**config.mk**
```make
export PLATFORM = sky130hd
export DESIGN_NAME = cfsup_top
export DESIGN_NICKNAME = d
export VERILOG_FILES = /design/src/core/cfsup_pkg.sv /design/src/core/cfsup_deglitch.sv /design/src/core/cfsup_top.sv
export SDC_FILE = /design/constraint.sdc
export NUM_CORES = 1
export LEC_CHECK = 0
export ABC_AREA = 1
export ABC_CLOCK_PERIOD_IN_PS = 6200
export BUFFER_PORTS_ARGS = -buffer_cell sky130_fd_sc_hd__buf_2
export CAP_MARGIN = 20
export CORE_ASPECT_RATIO = 0.9
export CORE_UTILIZATION = 50
export DETAILED_ROUTE_END_ITERATION = 16
export PLACE_DENSITY_LB_ADDON = 0.12
export SYNTH_ARGS = -nofsm -noshare
export SYNTH_HDL_FRONTEND = slang
export SYNTH_SLANG_ARGS = --single-unit
```
**constraint.sdc**
```tcl
create_clock -name i_clock -period 6.2 [get_ports i_clock]
set_input_delay 1.24 -clock i_clock [delete_from_list [all_inputs] [get_ports i_clock]]
set_output_delay 1.24 -clock i_clock [all_outputs]
set_load 0.03 [all_outputs]
```
**src/core/cfsup_pkg.sv**
```systemverilog
/*
 * Shared constants and types for the converter fault and configuration
 * supervisor. Assumes a single 100 MHz controller clock.
 */
package cfsup_pkg;

   // ****************************************************************
   // Timing
   // ****************************************************************
   localparam int CLK_PERIOD_NS = 10;
   localparam int FLT_DEGLITCH_NS = 1000;
   // Longest time: round down
   localparam int FLT_DEGLITCH_CYC = FLT_DEGLITCH_NS / CLK_PERIOD_NS;
   // Sync stages plus output register eat into the budget
   localparam int FLT_FILT_CYC = FLT_DEGLITCH_CYC - 4;
   localparam int HICCUP_ON_US = 500;
   localparam int HICCUP_OFF_US = 5000;
   // Least times: round up
   localparam int HICCUP_ON_CYC =
      (HICCUP_ON_US * 1000 + CLK_PERIOD_NS - 1) / CLK_PERIOD_NS;
   localparam int HICCUP_OFF_CYC =
      (HICCUP_OFF_US * 1000 + CLK_PERIOD_NS - 1) / CLK_PERIOD_NS;
   localparam int CFG_SETTLE_CYC = 16;
   localparam int TMR_W = 24;
   localparam int DG_CNT_W = 16;

   // ****************************************************************
   // Strap index fields and current limit stepping
   // ****************************************************************
   localparam int STRAP_W = 4;
   localparam int STRAP_DITHER_BIT = 0;
   localparam int STRAP_HICCUP_BIT = 1;
   localparam int STRAP_CLIMIT_BIT = 2;
   localparam int STRAP_THR15_BIT = 3;
   localparam logic [7:0] CL_LEVEL_MAX = 8'hFF;
   localparam logic [3:0] CL_DIV_RST = 4'h0;

   // ****************************************************************
   // Types
   // ****************************************************************
   typedef enum logic [2:0] {
      ST_OFF = 3'b000,
      ST_READ_CFG = 3'b001,
      ST_SOFTSTART = 3'b010,
      ST_ACTIVE = 3'b011,
      ST_HICCUP_OFF = 3'b100,
      ST_HALT = 3'b101
   } cfsup_state_t;

   typedef struct packed {
      logic dither;
      logic hiccup;
      logic cur_limit;
      logic thr_15;
   } cfsup_cfg_t;

   typedef struct packed {
      logic thermal;
      logic peak_oc;
      logic fb_ov;
      logic vout_ov;
      logic vin_ov;
      logic pg_low;
      logic boot_uv;
   } cfsup_fault_t;

   typedef struct packed {
      logic en_high;
      logic vcc_uv;
      logic ss_done;
      logic light_load;
      logic aux_over_ref;
      logic boot_ov;
      logic forced_pwm_req;
      logic ext_sync;
      logic [STRAP_W-1:0] strap;
   } cfsup_ctrl_t;

   typedef struct packed {
      logic s1;
      logic s2;
      logic out;
      logic [DG_CNT_W-1:0] cnt;
   } cfsup_dg_t;

endpackage

```
**src/core/cfsup_deglitch.sv**
```systemverilog
/*
 * Two-stage synchroniser followed by a stability filter for one pin.
 * Assumes the pin is asynchronous to i_clock.
 */
`timescale 1ns/1ps
`default_nettype none
module cfsup_deglitch #(
   parameter logic [15:0] FILT = 16'h0001
) (
   input wire logic i_clock,
   input wire logic i_nrst,
   input wire logic i_pin,
   output logic o_level
);
   import cfsup_pkg::*;

   cfsup_dg_t q;
   cfsup_dg_t d;

   // Only s2 looks at s1; the filter reads s2 alone
   always_comb begin
      d = q;
      d.s1 = i_pin;
      d.s2 = q.s1;
      if (q.s2 == q.out) begin
         d.cnt = '0;
      end else if (q.cnt == FILT - 16'h0001) begin
         d.out = q.s2;
         d.cnt = '0;
      end else begin
         d.cnt = q.cnt + 16'h0001;
      end
   end

   always_ff @(posedge i_clock or negedge i_nrst) begin
      if (!i_nrst) begin
         q <= '0;
      end else begin
         q <= d;
      end
   end

   assign o_level = q.out;

endmodule
`default_nettype wire

```
**src/core/cfsup_top.sv**
```systemverilog
/*
 * Supervisor of a four-switch buck-boost controller: strap and sync
 * sampling, hiccup sequencing, protection responses, fault pin.
 * Assumes analog comparators arrive as asynchronous levels and that
 * the open-drain fault pin is resolved outside.
 */
`timescale 1ns/1ps
`default_nettype none
module cfsup_top #(
   parameter int HICCUP_ON_CYCLES = cfsup_pkg::HICCUP_ON_CYC,
   parameter int HICCUP_OFF_CYCLES = cfsup_pkg::HICCUP_OFF_CYC
) (
   input wire logic i_clock,
   input wire logic i_nrst,
   input wire cfsup_pkg::cfsup_fault_t i_fault,
   input wire cfsup_pkg::cfsup_ctrl_t i_ctrl,
   output logic o_fault_flag_n_o,
   output logic o_fault_flag_n_oe,
   output cfsup_pkg::cfsup_cfg_t o_cfg,
   output logic o_cfg_valid,
   output logic o_dir_positive,
   output cfsup_pkg::cfsup_state_t o_state,
   output logic o_switch_en,
   output logic o_ss_discharge,
   output logic o_float_switch_nodes,
   output logic o_forced_pwm_en,
   output logic o_forward_only,
   output logic o_boot_clamp_sink,
   output logic o_fb_ov_report,
   output logic o_peak_overcurrent_trip,
   output logic [7:0] o_peak_limit_level
);
   import cfsup_pkg::*;

   // ****************************************************************
   // Input conditioning
   // ****************************************************************
   localparam int NF = $bits(cfsup_fault_t);
   localparam int NC = $bits(cfsup_ctrl_t);
   localparam logic [15:0] FLT_FILT = 16'(FLT_FILT_CYC);
   localparam logic [TMR_W-1:0] ON_LAST = TMR_W'(HICCUP_ON_CYCLES - 1);
   localparam logic [TMR_W-1:0] OFF_LAST = TMR_W'(HICCUP_OFF_CYCLES - 1);
   localparam logic [TMR_W-1:0] CFG_LAST = TMR_W'(CFG_SETTLE_CYC - 1);

   logic [NF-1:0] flt_vec;
   logic [NC-1:0] ctl_vec;
   cfsup_fault_t f;
   cfsup_ctrl_t c;

   genvar gi;
   generate
      for (gi = 0; gi < NF; gi++) begin : g_flt
         // Every fault path is filtered before it reaches the pin
         cfsup_deglitch #(.FILT(FLT_FILT)) u_dg (
            .i_clock(i_clock),
            .i_nrst(i_nrst),
            .i_pin(i_fault[gi]),
            .o_level(flt_vec[gi])
         );
      end
      for (gi = 0; gi < NC; gi++) begin : g_ctl
         cfsup_deglitch #(.FILT(16'h0001)) u_sy (
            .i_clock(i_clock),
            .i_nrst(i_nrst),
            .i_pin(i_ctrl[gi]),
            .o_level(ctl_vec[gi])
         );
      end
   endgenerate

   assign f = flt_vec;
   assign c = ctl_vec;

   // ****************************************************************
   // State
   // ****************************************************************
   typedef struct packed {
      cfsup_state_t st;
      cfsup_cfg_t cfg;
      logic cfg_valid;
      logic dir_pos;
      logic sync_seen_hi;
      logic [TMR_W-1:0] tmr;
      logic [7:0] cl_level;
      logic [3:0] cl_div;
      logic fault;
      logic sw_en;
      logic ss_dis;
      logic float_sw;
      logic forced_pwm_en;
      logic fwd_only;
      logic bst_sink;
      logic fb_rep;
      logic pk_flag;
   } cfsup_core_t;

   cfsup_core_t q;
   cfsup_core_t d;
   logic en_lost;
   logic halt_req;
   logic running;
   logic fb_masked;
   logic pg_fault;

   // ****************************************************************
   // Next state
   // ****************************************************************
   always_comb begin
      d = q;
      en_lost = !c.en_high || c.vcc_uv;
      halt_req = f.thermal || f.boot_uv;
      // Guard blind outside regulation and in light load
      fb_masked = f.fb_ov && (q.st == ST_ACTIVE) && !c.light_load;
      pg_fault = f.pg_low && (q.st == ST_ACTIVE);

      case (q.st)
         ST_OFF: begin
            d.tmr = '0;
            d.sync_seen_hi = 1'b0;
            if (!en_lost) begin
               d.st = ST_READ_CFG;
            end
         end
         ST_READ_CFG: begin
            // Sync seen high at any point means level high or a clock
            d.sync_seen_hi = q.sync_seen_hi || c.ext_sync;
            if (q.tmr == CFG_LAST) begin
               d.cfg.dither = c.strap[STRAP_DITHER_BIT];
               d.cfg.hiccup = c.strap[STRAP_HICCUP_BIT];
               d.cfg.cur_limit = c.strap[STRAP_CLIMIT_BIT];
               d.cfg.thr_15 = c.strap[STRAP_THR15_BIT];
               d.cfg_valid = 1'b1;
               // Low throughout the window selects negative direction
               d.dir_pos = q.sync_seen_hi || c.ext_sync;
               d.tmr = '0;
               d.st = ST_SOFTSTART;
            end else begin
               d.tmr = q.tmr + 1'b1;
            end
         end
         ST_SOFTSTART: begin
            d.tmr = '0;
            if (halt_req) begin
               d.st = ST_HALT;
            end else if (c.ss_done) begin
               // Overload timing only starts once the ramp is done
               d.st = ST_ACTIVE;
            end
         end
         ST_ACTIVE: begin
            if (halt_req) begin
               d.st = ST_HALT;
               d.tmr = '0;
            end else if (q.cfg.hiccup && f.peak_oc) begin
               if (q.tmr == ON_LAST) begin
                  d.st = ST_HICCUP_OFF;
                  d.tmr = '0;
               end else begin
                  d.tmr = q.tmr + 1'b1;
               end
            end else begin
               // Without hiccup the limiter simply keeps clipping
               d.tmr = '0;
            end
         end
         ST_HICCUP_OFF: begin
            if (q.tmr == OFF_LAST) begin
               d.st = ST_SOFTSTART;
               d.tmr = '0;
            end else begin
               d.tmr = q.tmr + 1'b1;
            end
         end
         ST_HALT: begin
            d.tmr = '0;
            if (!halt_req) begin
               d.st = ST_SOFTSTART;
            end
         end
         default: begin
            d.st = ST_OFF;
            d.tmr = '0;
         end
      endcase

      // Strap may only be re-read after an enable or supply drop
      if (en_lost) begin
         d.st = ST_OFF;
         d.cfg_valid = 1'b0;
         d.tmr = '0;
      end

      running = (d.st == ST_SOFTSTART) || (d.st == ST_ACTIVE);

      // Current limit loop: slow stepping keeps the loop stable
      if (q.cfg.cur_limit && running) begin
         d.cl_div = q.cl_div + 1'b1;
         if (q.cl_div == CL_DIV_RST) begin
            if (c.aux_over_ref && (q.cl_level != 8'h00)) begin
               d.cl_level = q.cl_level - 8'h01;
            end else if (!c.aux_over_ref && (q.cl_level != CL_LEVEL_MAX)) begin
               d.cl_level = q.cl_level + 8'h01;
            end
         end
      end else begin
         d.cl_level = CL_LEVEL_MAX;
         d.cl_div = CL_DIV_RST;
      end

      d.sw_en = running && !f.vout_ov;
      d.float_sw = running && f.vout_ov;
      d.ss_dis = !running;
      d.forced_pwm_en = running && c.forced_pwm_req && !f.vin_ov;
      d.fwd_only = f.vin_ov;
      d.bst_sink = c.boot_ov;
      // Reported only; regulation is untouched
      d.fb_rep = fb_masked;
      d.pk_flag = f.peak_oc;
      d.fault = f.thermal || f.peak_oc || fb_masked || f.vout_ov ||
                f.vin_ov || pg_fault || f.boot_uv;
   end

   always_ff @(posedge i_clock or negedge i_nrst) begin
      if (!i_nrst) begin
         q <= '0;
         q.st <= ST_OFF;
         q.cl_level <= CL_LEVEL_MAX;
         q.ss_dis <= 1'b1;
      end else begin
         q <= d;
      end
   end

   // ****************************************************************
   // Outputs
   // ****************************************************************
   assign o_fault_flag_n_o = 1'b0;
   assign o_fault_flag_n_oe = q.fault;
   assign o_cfg = q.cfg;
   assign o_cfg_valid = q.cfg_valid;
   assign o_dir_positive = q.dir_pos;
   assign o_state = q.st;
   assign o_switch_en = q.sw_en;
   assign o_ss_discharge = q.ss_dis;
   assign o_float_switch_nodes = q.float_sw;
   assign o_forced_pwm_en = q.forced_pwm_en;
   assign o_forward_only = q.fwd_only;
   assign o_boot_clamp_sink = q.bst_sink;
   assign o_fb_ov_report = q.fb_rep;
   assign o_peak_overcurrent_trip = q.pk_flag;
   assign o_peak_limit_level = q.cl_level;
endmodule
`default_nettype wire

```
==> impl.org, run 1 <==
** Timing
- Final Worst Setup Slack :: 3.60 ns
- The hold violation count in the final report is 0.
- Setup violators final :: 0
- The worst path in the final design needs a cycle of 2.60 ns, including I/O delays and setup.
- Setup repair after global routing left no endpoint under its margin.
- Measured against its own limit, the worst slew margin works out to 48.5%.
- On the final layout, the worst clock skew is 0.0128 ns.
- Final hold analysis gives a worst-case slack of 0.347 ns.
- After routing, the total negative slack on setup checks comes to 0 ns.
- Based on the critical path, the design can be clocked at up to 385 MHz.
- Number of pins with negative max-slew slack in the final report :: 0
- Actual transition at the worst max-transition pin :: 0.768 ns
- Final worst path period share :: 41.9%

** Pwr
- Combinational logic is responsible for 3.1% of the overall power.
- Power comes to 5.58 mW.
- Cell-internal power :: 4.36 mW
- Sequential share of power :: 49.5%
- Across the VDD grid, the largest voltage drop is 0.208 mV.
- In this run the power density over the cells is 241 nW/um^2.
- For this design the static power due to leakage is 10.1 nW.
- Net switching is 21.9% of the power.
- Per report_power, the clock group accounts for 47.4% of the total.
- The analysis attributes to net switching a power of 1.22 mW.

** Logic synthesis
- Of the total synthesized cell area, the portion taken by XOR and XNOR cells is 5.06%.
- Synthesis produced a netlist whose cell count is 2431.
- Cell area after synthesis :: 20900 sq um
- Summing the areas of all and, or, nand and nor instances in the mapped netlist gives 30.3% of the synthesized area.
- Share of synthesized area spent on multiplexers :: 0.645%
- Post-synthesis register bit count :: 416
- A synthesized cell averages 8.62 sq um.
- After synthesis, the largest family of logic cells by area is simple AND/OR/NAND/NOR gates.
- Post-synth cell types :: 54
- Count of yosys warnings during synthesis :: 0
- Among all flip-flop cells after synthesis, the most frequent one is dfrtp_1.
- The largest total area in the synthesized netlist belongs to dfrtp_1.
- Counting flops with a built-in enable in the synthesized netlist gives 0.
- The number of nets in the synthesized netlist is 2493.
- Compound-cell area share of the yosys netlist :: 4.77%
- Leading post-synthesis cells by cell area :: dfrtp_1 49%, nor2_1 6.7%, nand2_1 6.3%
- Adder and majority cell fraction of the synthesized area :: 2.49%
- In this run the biggest area consumer among cell types represents 48.6% of the synthesized area.
- Sequential cells were found to cover 49.8% of the synthesized design area.
- Post-synth ARST share :: 100%

** Global route
- For this run the aggregate overflow at the end of global routing stands at 0.
- Number of global-route vias before repair :: 15379
- Pin count of the biggest net entering global routing :: 126
- Wire length of the first global-routing pass :: 71.6 mm
- Global routing used 19.9% of the available tracks across all layers.
- The initial antenna violation count was 0.

** Floorplanning
- The floorplan step set the die height to 196 microns.
- Area of the placeable core :: 41000 sq um
- Row Count :: 70
- Count of pins on the block boundary :: 48
- The initial utilization of the core area, before any placement, comes to 51.1%.
- The floorplan step defined a die boundary enclosing 42700 sq um.
- In this run the horizontal extent of the chip is 218 microns.

** Clocking
- Post-cts hold buffer count :: 0
- Number of buffers inserted to repair setup after CTS :: 0
- The H-tree generated during clock tree synthesis spans 2 levels.
- TritonCTS built the clock tree.
- The later pin in the worst-skew pair is clocked with a latency of 0.56 ns.
- The root buffer cell chosen for the clock tree is clkbuf_16.
- The clock drives 416 sinks.
- Clock transition time at the flip-flop clock pins of the worst setup and hold paths :: 0.06 ns
- Max Buffers Root-to-Sink :: 3
- The number of gates resized after CTS was 0.
- Buffers inserted during clock tree synthesis total 44.

** Placed design
- Routability-driven placement finished with a final weighted congestion of 0.897.
- Worst slack at placement :: 3.62 ns
- Cell area after placement :: 21800 sq um
- Once placement completed, the tool counted placed cells totaling 2998.
- After legalization and detailed placement, the total HPWL measured 28.7 mm.
- Input and output buffers added on the ports amount to 46.

** Cells and area
- Final design instance area without fill :: 23200 sq um
- The area growth from synthesis to layout is 10.8%.
- Commonest non-fill, non-tap cell in the layout :: dfrtp_1
- The library cells used most frequently in the layout, excluding fill and tap cells, are 407 x dfrtp_1, 376 x nor2_1, 349 x nand2_1, 322 x inv_1, 150 x nand3_1.
- Count of antenna diodes in the layout :: 0
- Non-filler cells, final :: 3077
- The net count of the finished layout is 2566.
- Share of layout cells above drive strength 1 :: 10.4%
- Core utilization of the finished layout :: 56.6%

** Setup path
- The number of buffers and inverters on the critical path is 1.
- Top cell family by delay on the critical path :: flip-flops
- The worst setup path is launched from a register.
- Maximum cell stage delay along the critical path :: 0.59 ns
- The critical path is of the register to output pin type.
- STA classifies the critical path endpoint as an output pin.
- Data on the critical path is required at its endpoint by 4.96 ns.
- Crit-path max FO :: 6
- Walking the worst path, the cells encountered are buf_2.
- At the worst endpoint, the arrival time is 1.36 ns.
- For this design, the slowest cell found on the critical path is dfstp_2.

** Route
- Total routed wirelength :: 40.5 mm
- After detailed routing, the average wire length per cell comes to 13.2 microns.
- After detailed routing, the number of remaining DRC violations is 0.
- The first detailed-routing pass took 6 iterations.
- The count of nets left with antenna violations once routing finished came out at 0.
- Dividing the detail-routed via count by the number of cells gives 5.15.
- Overall via count from detail_route :: 15851
- Violation count after the first detailed-routing iteration :: 965

** Flow run
- Max-cap violations in this run came to 0.

** Status
- The flow ran to the end, and the final reports show no timing, DRC or antenna violations.

** Min path
- The tightest min-delay check is of the register to register type.
final cells by class:
type / instances / area [sq um]
fillers: 3807 / 17800
flip-flops and latches: 416 / 10400
multi-input cells: 1650 / 9070
clock buffers: 65 / 1300
inverters: 342 / 1290
well taps: 540 / 676
repair buffers: 50 / 295
clock inverters: 14 / 155
layer usage:
| metal | vias to the layer above | wire [microns] | GRT usage [%] |
|---|---|---|---|
| met4 | 0 | 992 | 6.63 |
| met2 | 199 | 17700 | 30.4 |
| met1 | 7487 | 20400 | 28.9 |
| met5 | - | 0 | 0 |
| met3 | 66 | 1430 | 3.26 |
| li1 | 8099 | - | - |
logic make-up after synthesis:
family                   Yosys count
AND/OR/NAND/NOR                 1295
other                              1
XOR/XNOR                         121
multiplexers                      12
AO/OA/AOI/OAI                    180
adder cells (fa/ha/maj)           41
buffers and inverters            365
flip-flops                       416
sequential cells by signal, indices dropped and copies added, names as in the netlist:
signal / cells
g_ctl.u_sy.q: 204
g_flt.u_dg.q: 119
q: 29
g_ctl.u_sy.d: 12
g_ctl.u_sy.o_level: 12
o_peak_limit_level: 8
g_flt.u_dg.d: 7
g_flt.u_dg.o_level: 7
o_cfg: 4
o_state: 3
o_boot_clamp_sink: 1
o_cfg_valid: 1
o_dir_positive: 1
o_fault_flag_n_oe: 1
o_fb_ov_report: 1
o_float_switch_nodes: 1
o_forced_pwm_en: 1
o_forward_only: 1
o_peak_overcurrent_trip: 1
o_ss_discharge: 1
o_switch_en: 1
path summary, 6_finish.rpt:
| path | from | endpoint | slack, ns | cells after the start |
|---|---|---|---|---|
| min in group asynchronous | i_nrst | g_flt[4].u_dg.q[9]$_DFF_PN0_ | 0.65 | 1 |
| worst min register to register | g_flt[5].u_dg.d[17]$_DFF_PN0_ | g_flt[5].u_dg.q[17]$_DFF_PN0_ | 0.35 | 0 |
| worst max register to register | o_peak_limit_level[7]$_DFFE_PN1P_ | o_peak_limit_level[5]$_DFFE_PN1P_ | 3.76 | 14 |
| max in group asynchronous | i_nrst | g_ctl[3].u_sy.q[7]$_DFF_PN0_ | 4.32 | 2 |
| worst max-delay path | o_peak_limit_level[1]$_DFFE_PN1P_ | o_peak_limit_level[1] | 3.60 | 1 |
| worst min-delay path | g_flt[5].u_dg.d[17]$_DFF_PN0_ | g_flt[5].u_dg.q[17]$_DFF_PN0_ | 0.35 | 0 |
power by group through the flow:
stage | Combinational, mW | Clock, mW | Sequential (mW)
floorplan | 0.0861 | 0 | 2.81
global placement | 0.174 | 0 | 2.81
detailed placement | 0.176 | 0 | 2.81
CTS | 0.177 | 2.73 | 2.76
global route | 0.200 | 2.84 | 2.77
finish | 0.170 | 2.65 | 2.76
cells in the mapped netlist, drive strengths merged (40+ instances only):
cell type and instances:
dfrtp 407, nor2 404, nand2 362, inv 330, nand3 153, nor3 133, a21oi 99, xor2 92
nor4 83, nor3b 64, nand4 61, o21ai 46, ha 40
(Power assumes the default switching activity.)
==> run 2, diff against run 1 <==
--- a/config.mk
+++ b/config.mk
@@ -5,8 +5,8 @@
 export SDC_FILE = /design/constraint.sdc
 export NUM_CORES = 1
 export LEC_CHECK = 0
-export ABC_AREA = 1
-export ABC_CLOCK_PERIOD_IN_PS = 6200
+export ABC_AREA = 0
+export ABC_CLOCK_PERIOD_IN_PS = 2600
 export BUFFER_PORTS_ARGS = -buffer_cell sky130_fd_sc_hd__buf_2
 export CAP_MARGIN = 20
 export CORE_ASPECT_RATIO = 0.9
==> constraint.sdc (replaced) <==
create_clock -name i_clock -period 2.6 [get_ports i_clock]
set_input_delay 0.52 -clock i_clock [delete_from_list [all_inputs] [get_ports i_clock]]
set_output_delay 0.52 -clock i_clock [all_outputs]
set_load 0.03 [all_outputs]
==> impl.org, run 2 <==
** Global route
- The maximum number of pins on one net before global-route repair came to 90 (-29%).
- The overall global routing resource usage came to 18.5% (-1.4 points).
- The residual overflow from global routing was 0 (unchanged).
- The initial antenna violation count was 0 (unchanged).
- The wire length of the first global-routing pass is 60.8 mm (-15%).
- The number of global-route vias before repair was 12668 (-18%).

** Floorplanning
- Effective utilization at floorplan :: 51.1% (about the same)
- The floorplan die width was 209 microns (-4.2%).
- The area enclosed by the die boundary was 39200 sq um (-8.3%).
- Row Count :: 67 (-4.3%)
- The number of top-level pins was 48 (unchanged).
- The die span in y is 188 microns (-4.2%).
- The core region area was 37600 sq um (-8.4%).

** Logic synthesis
- Post-synth ARST share :: 100% (unchanged)
- The instance count of the mapped netlist was 1894 (-22%).
- Summed over all instances, the cell type with the most area after synthesis is dfrtp_1.
- After synthesis, the largest family of logic cells by area is simple AND/OR/NAND/NOR gates.
- The post-synthesis register bit count was 416 (unchanged).
- Simple-gate portion of the synthesized area :: 23.2% (-7.1 points)
- Net count of the mapped netlist :: 1956 (-22%)
- Yosys attributes the largest share of cell area to dfrtp_1 53%, xor2_1 8.9%, nor2_1 6.9%.
- Part of the Yosys area used for sequential elements :: 54.3% (+4.5 points)
- The number of enable-type register cells in the synthesized netlist was 0 (unchanged).
- Among all cell types in the netlist, the one instantiated most often is dfrtp_1.
- The warning count from the yosys run is 0 (unchanged).
- The area of the mapped netlist is 19200 sq um (-8.4%).
- Mean instance size in the synthesized netlist :: 10.1 sq um (+18%)
- Post-Synth XOR/XNOR Area :: 13.0% (+7.9 points)
- The compound-cell area share of the yosys netlist was 2.86% (-1.9 points).
- The area share of the largest cell type after synthesis came to 53.1% (+4.4 points).
- Post-synth top flop :: dfrtp_1
- Commonest cells in the synthesized netlist :: 407 x dfrtp_1, 352 x nor2_1, 194 x xor2_1
- The unique cell type count in the Yosys netlist came to 46 (-15%).
- The share of synthesized cell area in full adder, half adder and majority cells is 2.71% (+0.23 points).
- The post-synthesis mux area share was 1.41% (+0.76 points).

** Pwr
- Clock network power share :: 47.7% (+0.3 points)
- Power density over the cells :: 615 nW/um^2 (+160%)
- Maximum ir drop on the vdd rail :: 0.525 mV (+150%)
- Share of power burned in combinational logic :: 2.6% (-0.5 points)
- The switching portion of total power is 21.3% (-0.56 points).
- The static leakage came to 9.36 nW (-6.9%).
- Power spent charging and discharging nets :: 2.83 mW (+130%)
- The internal power consumption is 10.5 mW (+140%).
- The share of power burned in registers was 49.7% (+0.2 points).

** Route
- The iteration count of the initial detailed-routing pass came to 4 (-2).
- The total routed wirelength is 34.6 mm (-14%).
- The count of unresolved DRC violations after routing is 0 (unchanged).
- Violation count after the first detailed-routing iteration :: 638 (-34%)
- Post-DRT Antenna Nets :: 0 (unchanged)
- The routed wirelength normalized by instance count is 13.9 microns (+6.0%).
- Overall via count from detail_route :: 12915 (-19%)
- Detailed-route vias per instance :: 5.20 (+0.93%)

** Clocking
- The number of buffers added by the clock tree synthesis step was 45 (+2.3%).
- The maximum root-to-sink buffer count is 3 (unchanged).
- The number of H-tree levels came to 2 (unchanged).
- The clock edge transition at the registers on the reported setup and hold paths came to 0.06 ns (about the same).
- The worst-skew pair later-pin latency came to 0.57 ns (about the same).
- The total number of clock tree sinks is 416 (unchanged).
- Clock tree root driver cell :: clkbuf_16
- TritonCTS built the clock tree.

** Min path
- The path with the worst hold slack has its endpoint at g_ctl[0].u_sy.d[17]$_DFF_PN0_.
- The number of stages on the worst hold path was 1 (+1).
- The path class of the tightest hold or removal check is input pin to register.
- The startpoint identified for the worst hold timing path is i_ctrl[0].

** Cells and area
- Reg with most FFs :: g_ctl.u_sy.q
- The final cell utilization of the core is 57.5% (+0.88 points).
- Commonest non-fill, non-tap cell in the layout :: dfrtp_1
- Number of flip-flops in the largest register :: 204 (unchanged)
- The diode insertion count for antenna repair came to 0 (unchanged).
- Final design instance area without fill :: 21600 sq um (-7.0%)
- In the layout the commonest cells are 407 x dfrtp_1, 352 x nor2_1, 194 x xor2_1, 135 x nand3_1, 121 x nand2_1.
- Share of layout cells above drive strength 1 :: 9.20% (-1.2 points)
- Layout Area Growth over Synthesis :: 12.5%
- NumNets Final :: 2029 (-21%)
- The fill cell instance count of the final layout is 3282 (-14%).
- Top Registers :: g_ctl.u_sy.q x204, g_flt.u_dg.q x119, q x29

** Placed design
- Cell area after placement :: 20000 sq um (-7.9%)
- The count of buffers from port buffering is 46 (unchanged).
- The post-detailed-placement half-perimeter wirelength came to 23.4 mm (-19%).
- The final weighted congestion in routability-driven placement was 0.829 (-7.6%).

** Timing
- The hold violation count in the final report came to 0 (unchanged).
- Setup repair after global routing left no endpoint under its margin.
- Maximum operating frequency :: 411 MHz
- Worst hold margin :: 0.0557 ns (-0.291 ns)
- The number of failing setup endpoints in the final timing report was 0 (unchanged).
- The final critical path takes up 93.6% of the cycle.
- The measured slew at the worst slew-check pin was 0.652 ns (-0.117 ns).
- Max_slew headroom :: 55.9% (+7.5 points)
- Worst Clk Skew :: 0.0173 ns (+0.00450 ns)
- Subtracting the final worst setup slack from the clock period gives 2.43 ns.
- Number of pins with negative max-slew slack in the final report :: 0 (unchanged)

** Status
- The run finished with clean final reports.

** Setup path
- Worst r2r path cells :: 10 (-4)
- RR Endpoint :: o_peak_limit_level[7]$_DFFE_PN1P_
- The highest fanout seen on the critical path came to 5 (-1).
- Register-to-register setup slack :: 0.17 ns (-3.59 ns)
- Critical path launch point type :: register
- The arrival time reported for the critical path endpoint was 2.93 ns (+1.57 ns).
- Req. time, crit path :: 3.09 ns (-1.87 ns)
- The buffering stage count on the worst path with inverters included came to 1 (unchanged).
- CP max-delay cell :: dfstp_2
- Top cell family by delay on the critical path :: compound AO/OA/AOI/OAI gates
- In this design, the critical path's most frequently occurring cell is o21ai_1.
- The startpoint identified for the worst register-to-register timing path is o_peak_limit_level[3]$_DFFE_PN1P_.
- Critical path start-end classification :: register to register
- Traced cell by cell, the critical path runs through nor4_4 -> a21boi_2 -> buf_6 -> ha_1 -> o21ai_1 -> nand2b_1 -> a31oi_2 -> mux2_2 -> and3_1 -> o21ai_1.
- Maximum cell stage delay along the critical path :: 0.58 ns (about the same)
- Worst setup EP type :: register

** Flow run
- Max-cap violations :: 0 (unchanged)
-- run 2: cell count changes in the layout (fill, tap and decap cells not counted), moves of 41 or more --
| cell | previous run | this run |
|---|---|---|
| a21oi_1 | 98 | 35 |
| and3_1 | 8 | 73 |
| inv_1 | 322 | 61 |
| nand2_1 | 349 | 121 |
| nor3_1 | 101 | 39 |
| nor3b_1 | 57 | 16 |
| xnor2_1 | 29 | 91 |
| xor2_1 | 92 | 194 |
-- run 2: metrics by stage --
stage	TNS (ns)	worst slack, ns	cells	total power, mW
after global routing	0	0.00975	2484	13.8
after detailed placement	-0.0531	-0.0531	2397	7.07
after CTS	0	0.00621	2479	13.5
after floorplan	0	0.0936	1894	6.85
final	0	0.167	2484	13.3
after global placement	-0.0204	-0.0204	2397	7.06
-- run 2: power by group through the flow --
| stage | Clock (mW) | Combinational (mW) | Sequential [mW] |
|---|---|---|---|
| 2_1_floorplan | 0 | 0.145 | 6.70 |
| 3_3_place_gp | 0 | 0.346 | 6.71 |
| 3_5_place_dp | 0 | 0.352 | 6.72 |
| 4_1_cts | 6.56 | 0.355 | 6.60 |
| 5_1_grt | 6.81 | 0.405 | 6.61 |
| 6_report | 6.34 | 0.345 | 6.60 |
-- run 2: timing repair --
| action | CTS | global route |
|---|---|---|
| resized for setup | 2 | 9 |
| hold buffers | 1 | 0 |
| pin swaps | 0 | 6 |
| buffers inserted | 0 | 5 |
| setup endpoints to repair | 1 | 1 |
| hold endpoints to repair | 38 | 0 |
-- run 2: layer usage --
metal,up-vias,global-route usage (%),part of all wire [%]
met3,53,3.33,3.7
li1,6519,-,-
met2,127,27.6,43
met5,-,0,0
met1,6216,27.3,51
met4,0,5.84,2.0
-- run 2: worst max-delay path by stage --
stage	startpoint	end	slack, ns	cells after the start
2_1_floorplan	o_peak_limit_level[0]$_DFFE_PN1P_	o_peak_limit_level[7]$_DFFE_PN1P_	0.09	9
3_3_place_gp	o_peak_limit_level[4]$_DFFE_PN1P_	o_peak_limit_level[7]$_DFFE_PN1P_	-0.02	9
3_5_place_dp	o_peak_limit_level[1]$_DFFE_PN1P_	o_peak_limit_level[7]$_DFFE_PN1P_	-0.05	10
4_1_cts	o_peak_limit_level[1]$_DFFE_PN1P_	o_peak_limit_level[7]$_DFFE_PN1P_	0.006	10
5_1_grt	o_peak_limit_level[3]$_DFFE_PN1P_	o_peak_limit_level[7]$_DFFE_PN1P_	0.01	9
6_report	o_peak_limit_level[3]$_DFFE_PN1P_	o_peak_limit_level[7]$_DFFE_PN1P_	0.17	10
-- run 2: logic make-up after synthesis --
kind of cell | Yosys count
AOI/OAI and AO/OA | 95
xor gates and xnor gates | 285
adders and majority gates | 41
buffers and inverters | 106
DFF | 416
muxes | 24
other | 1
and+or+nand+nor | 926
-- run 2: final cells by class --
class | count | area (sq um) | share of cell area, %
well taps | 483 | 604 | 2.80
clock buffers | 63 | 1260 | 5.85
flip-flops and latches | 416 | 10400 | 48.3
multi-input cells | 1372 | 8340 | 38.6
inverters | 61 | 229 | 1.06
repair buffers | 71 | 522 | 2.42
clock inverters | 18 | 216 | 1.00
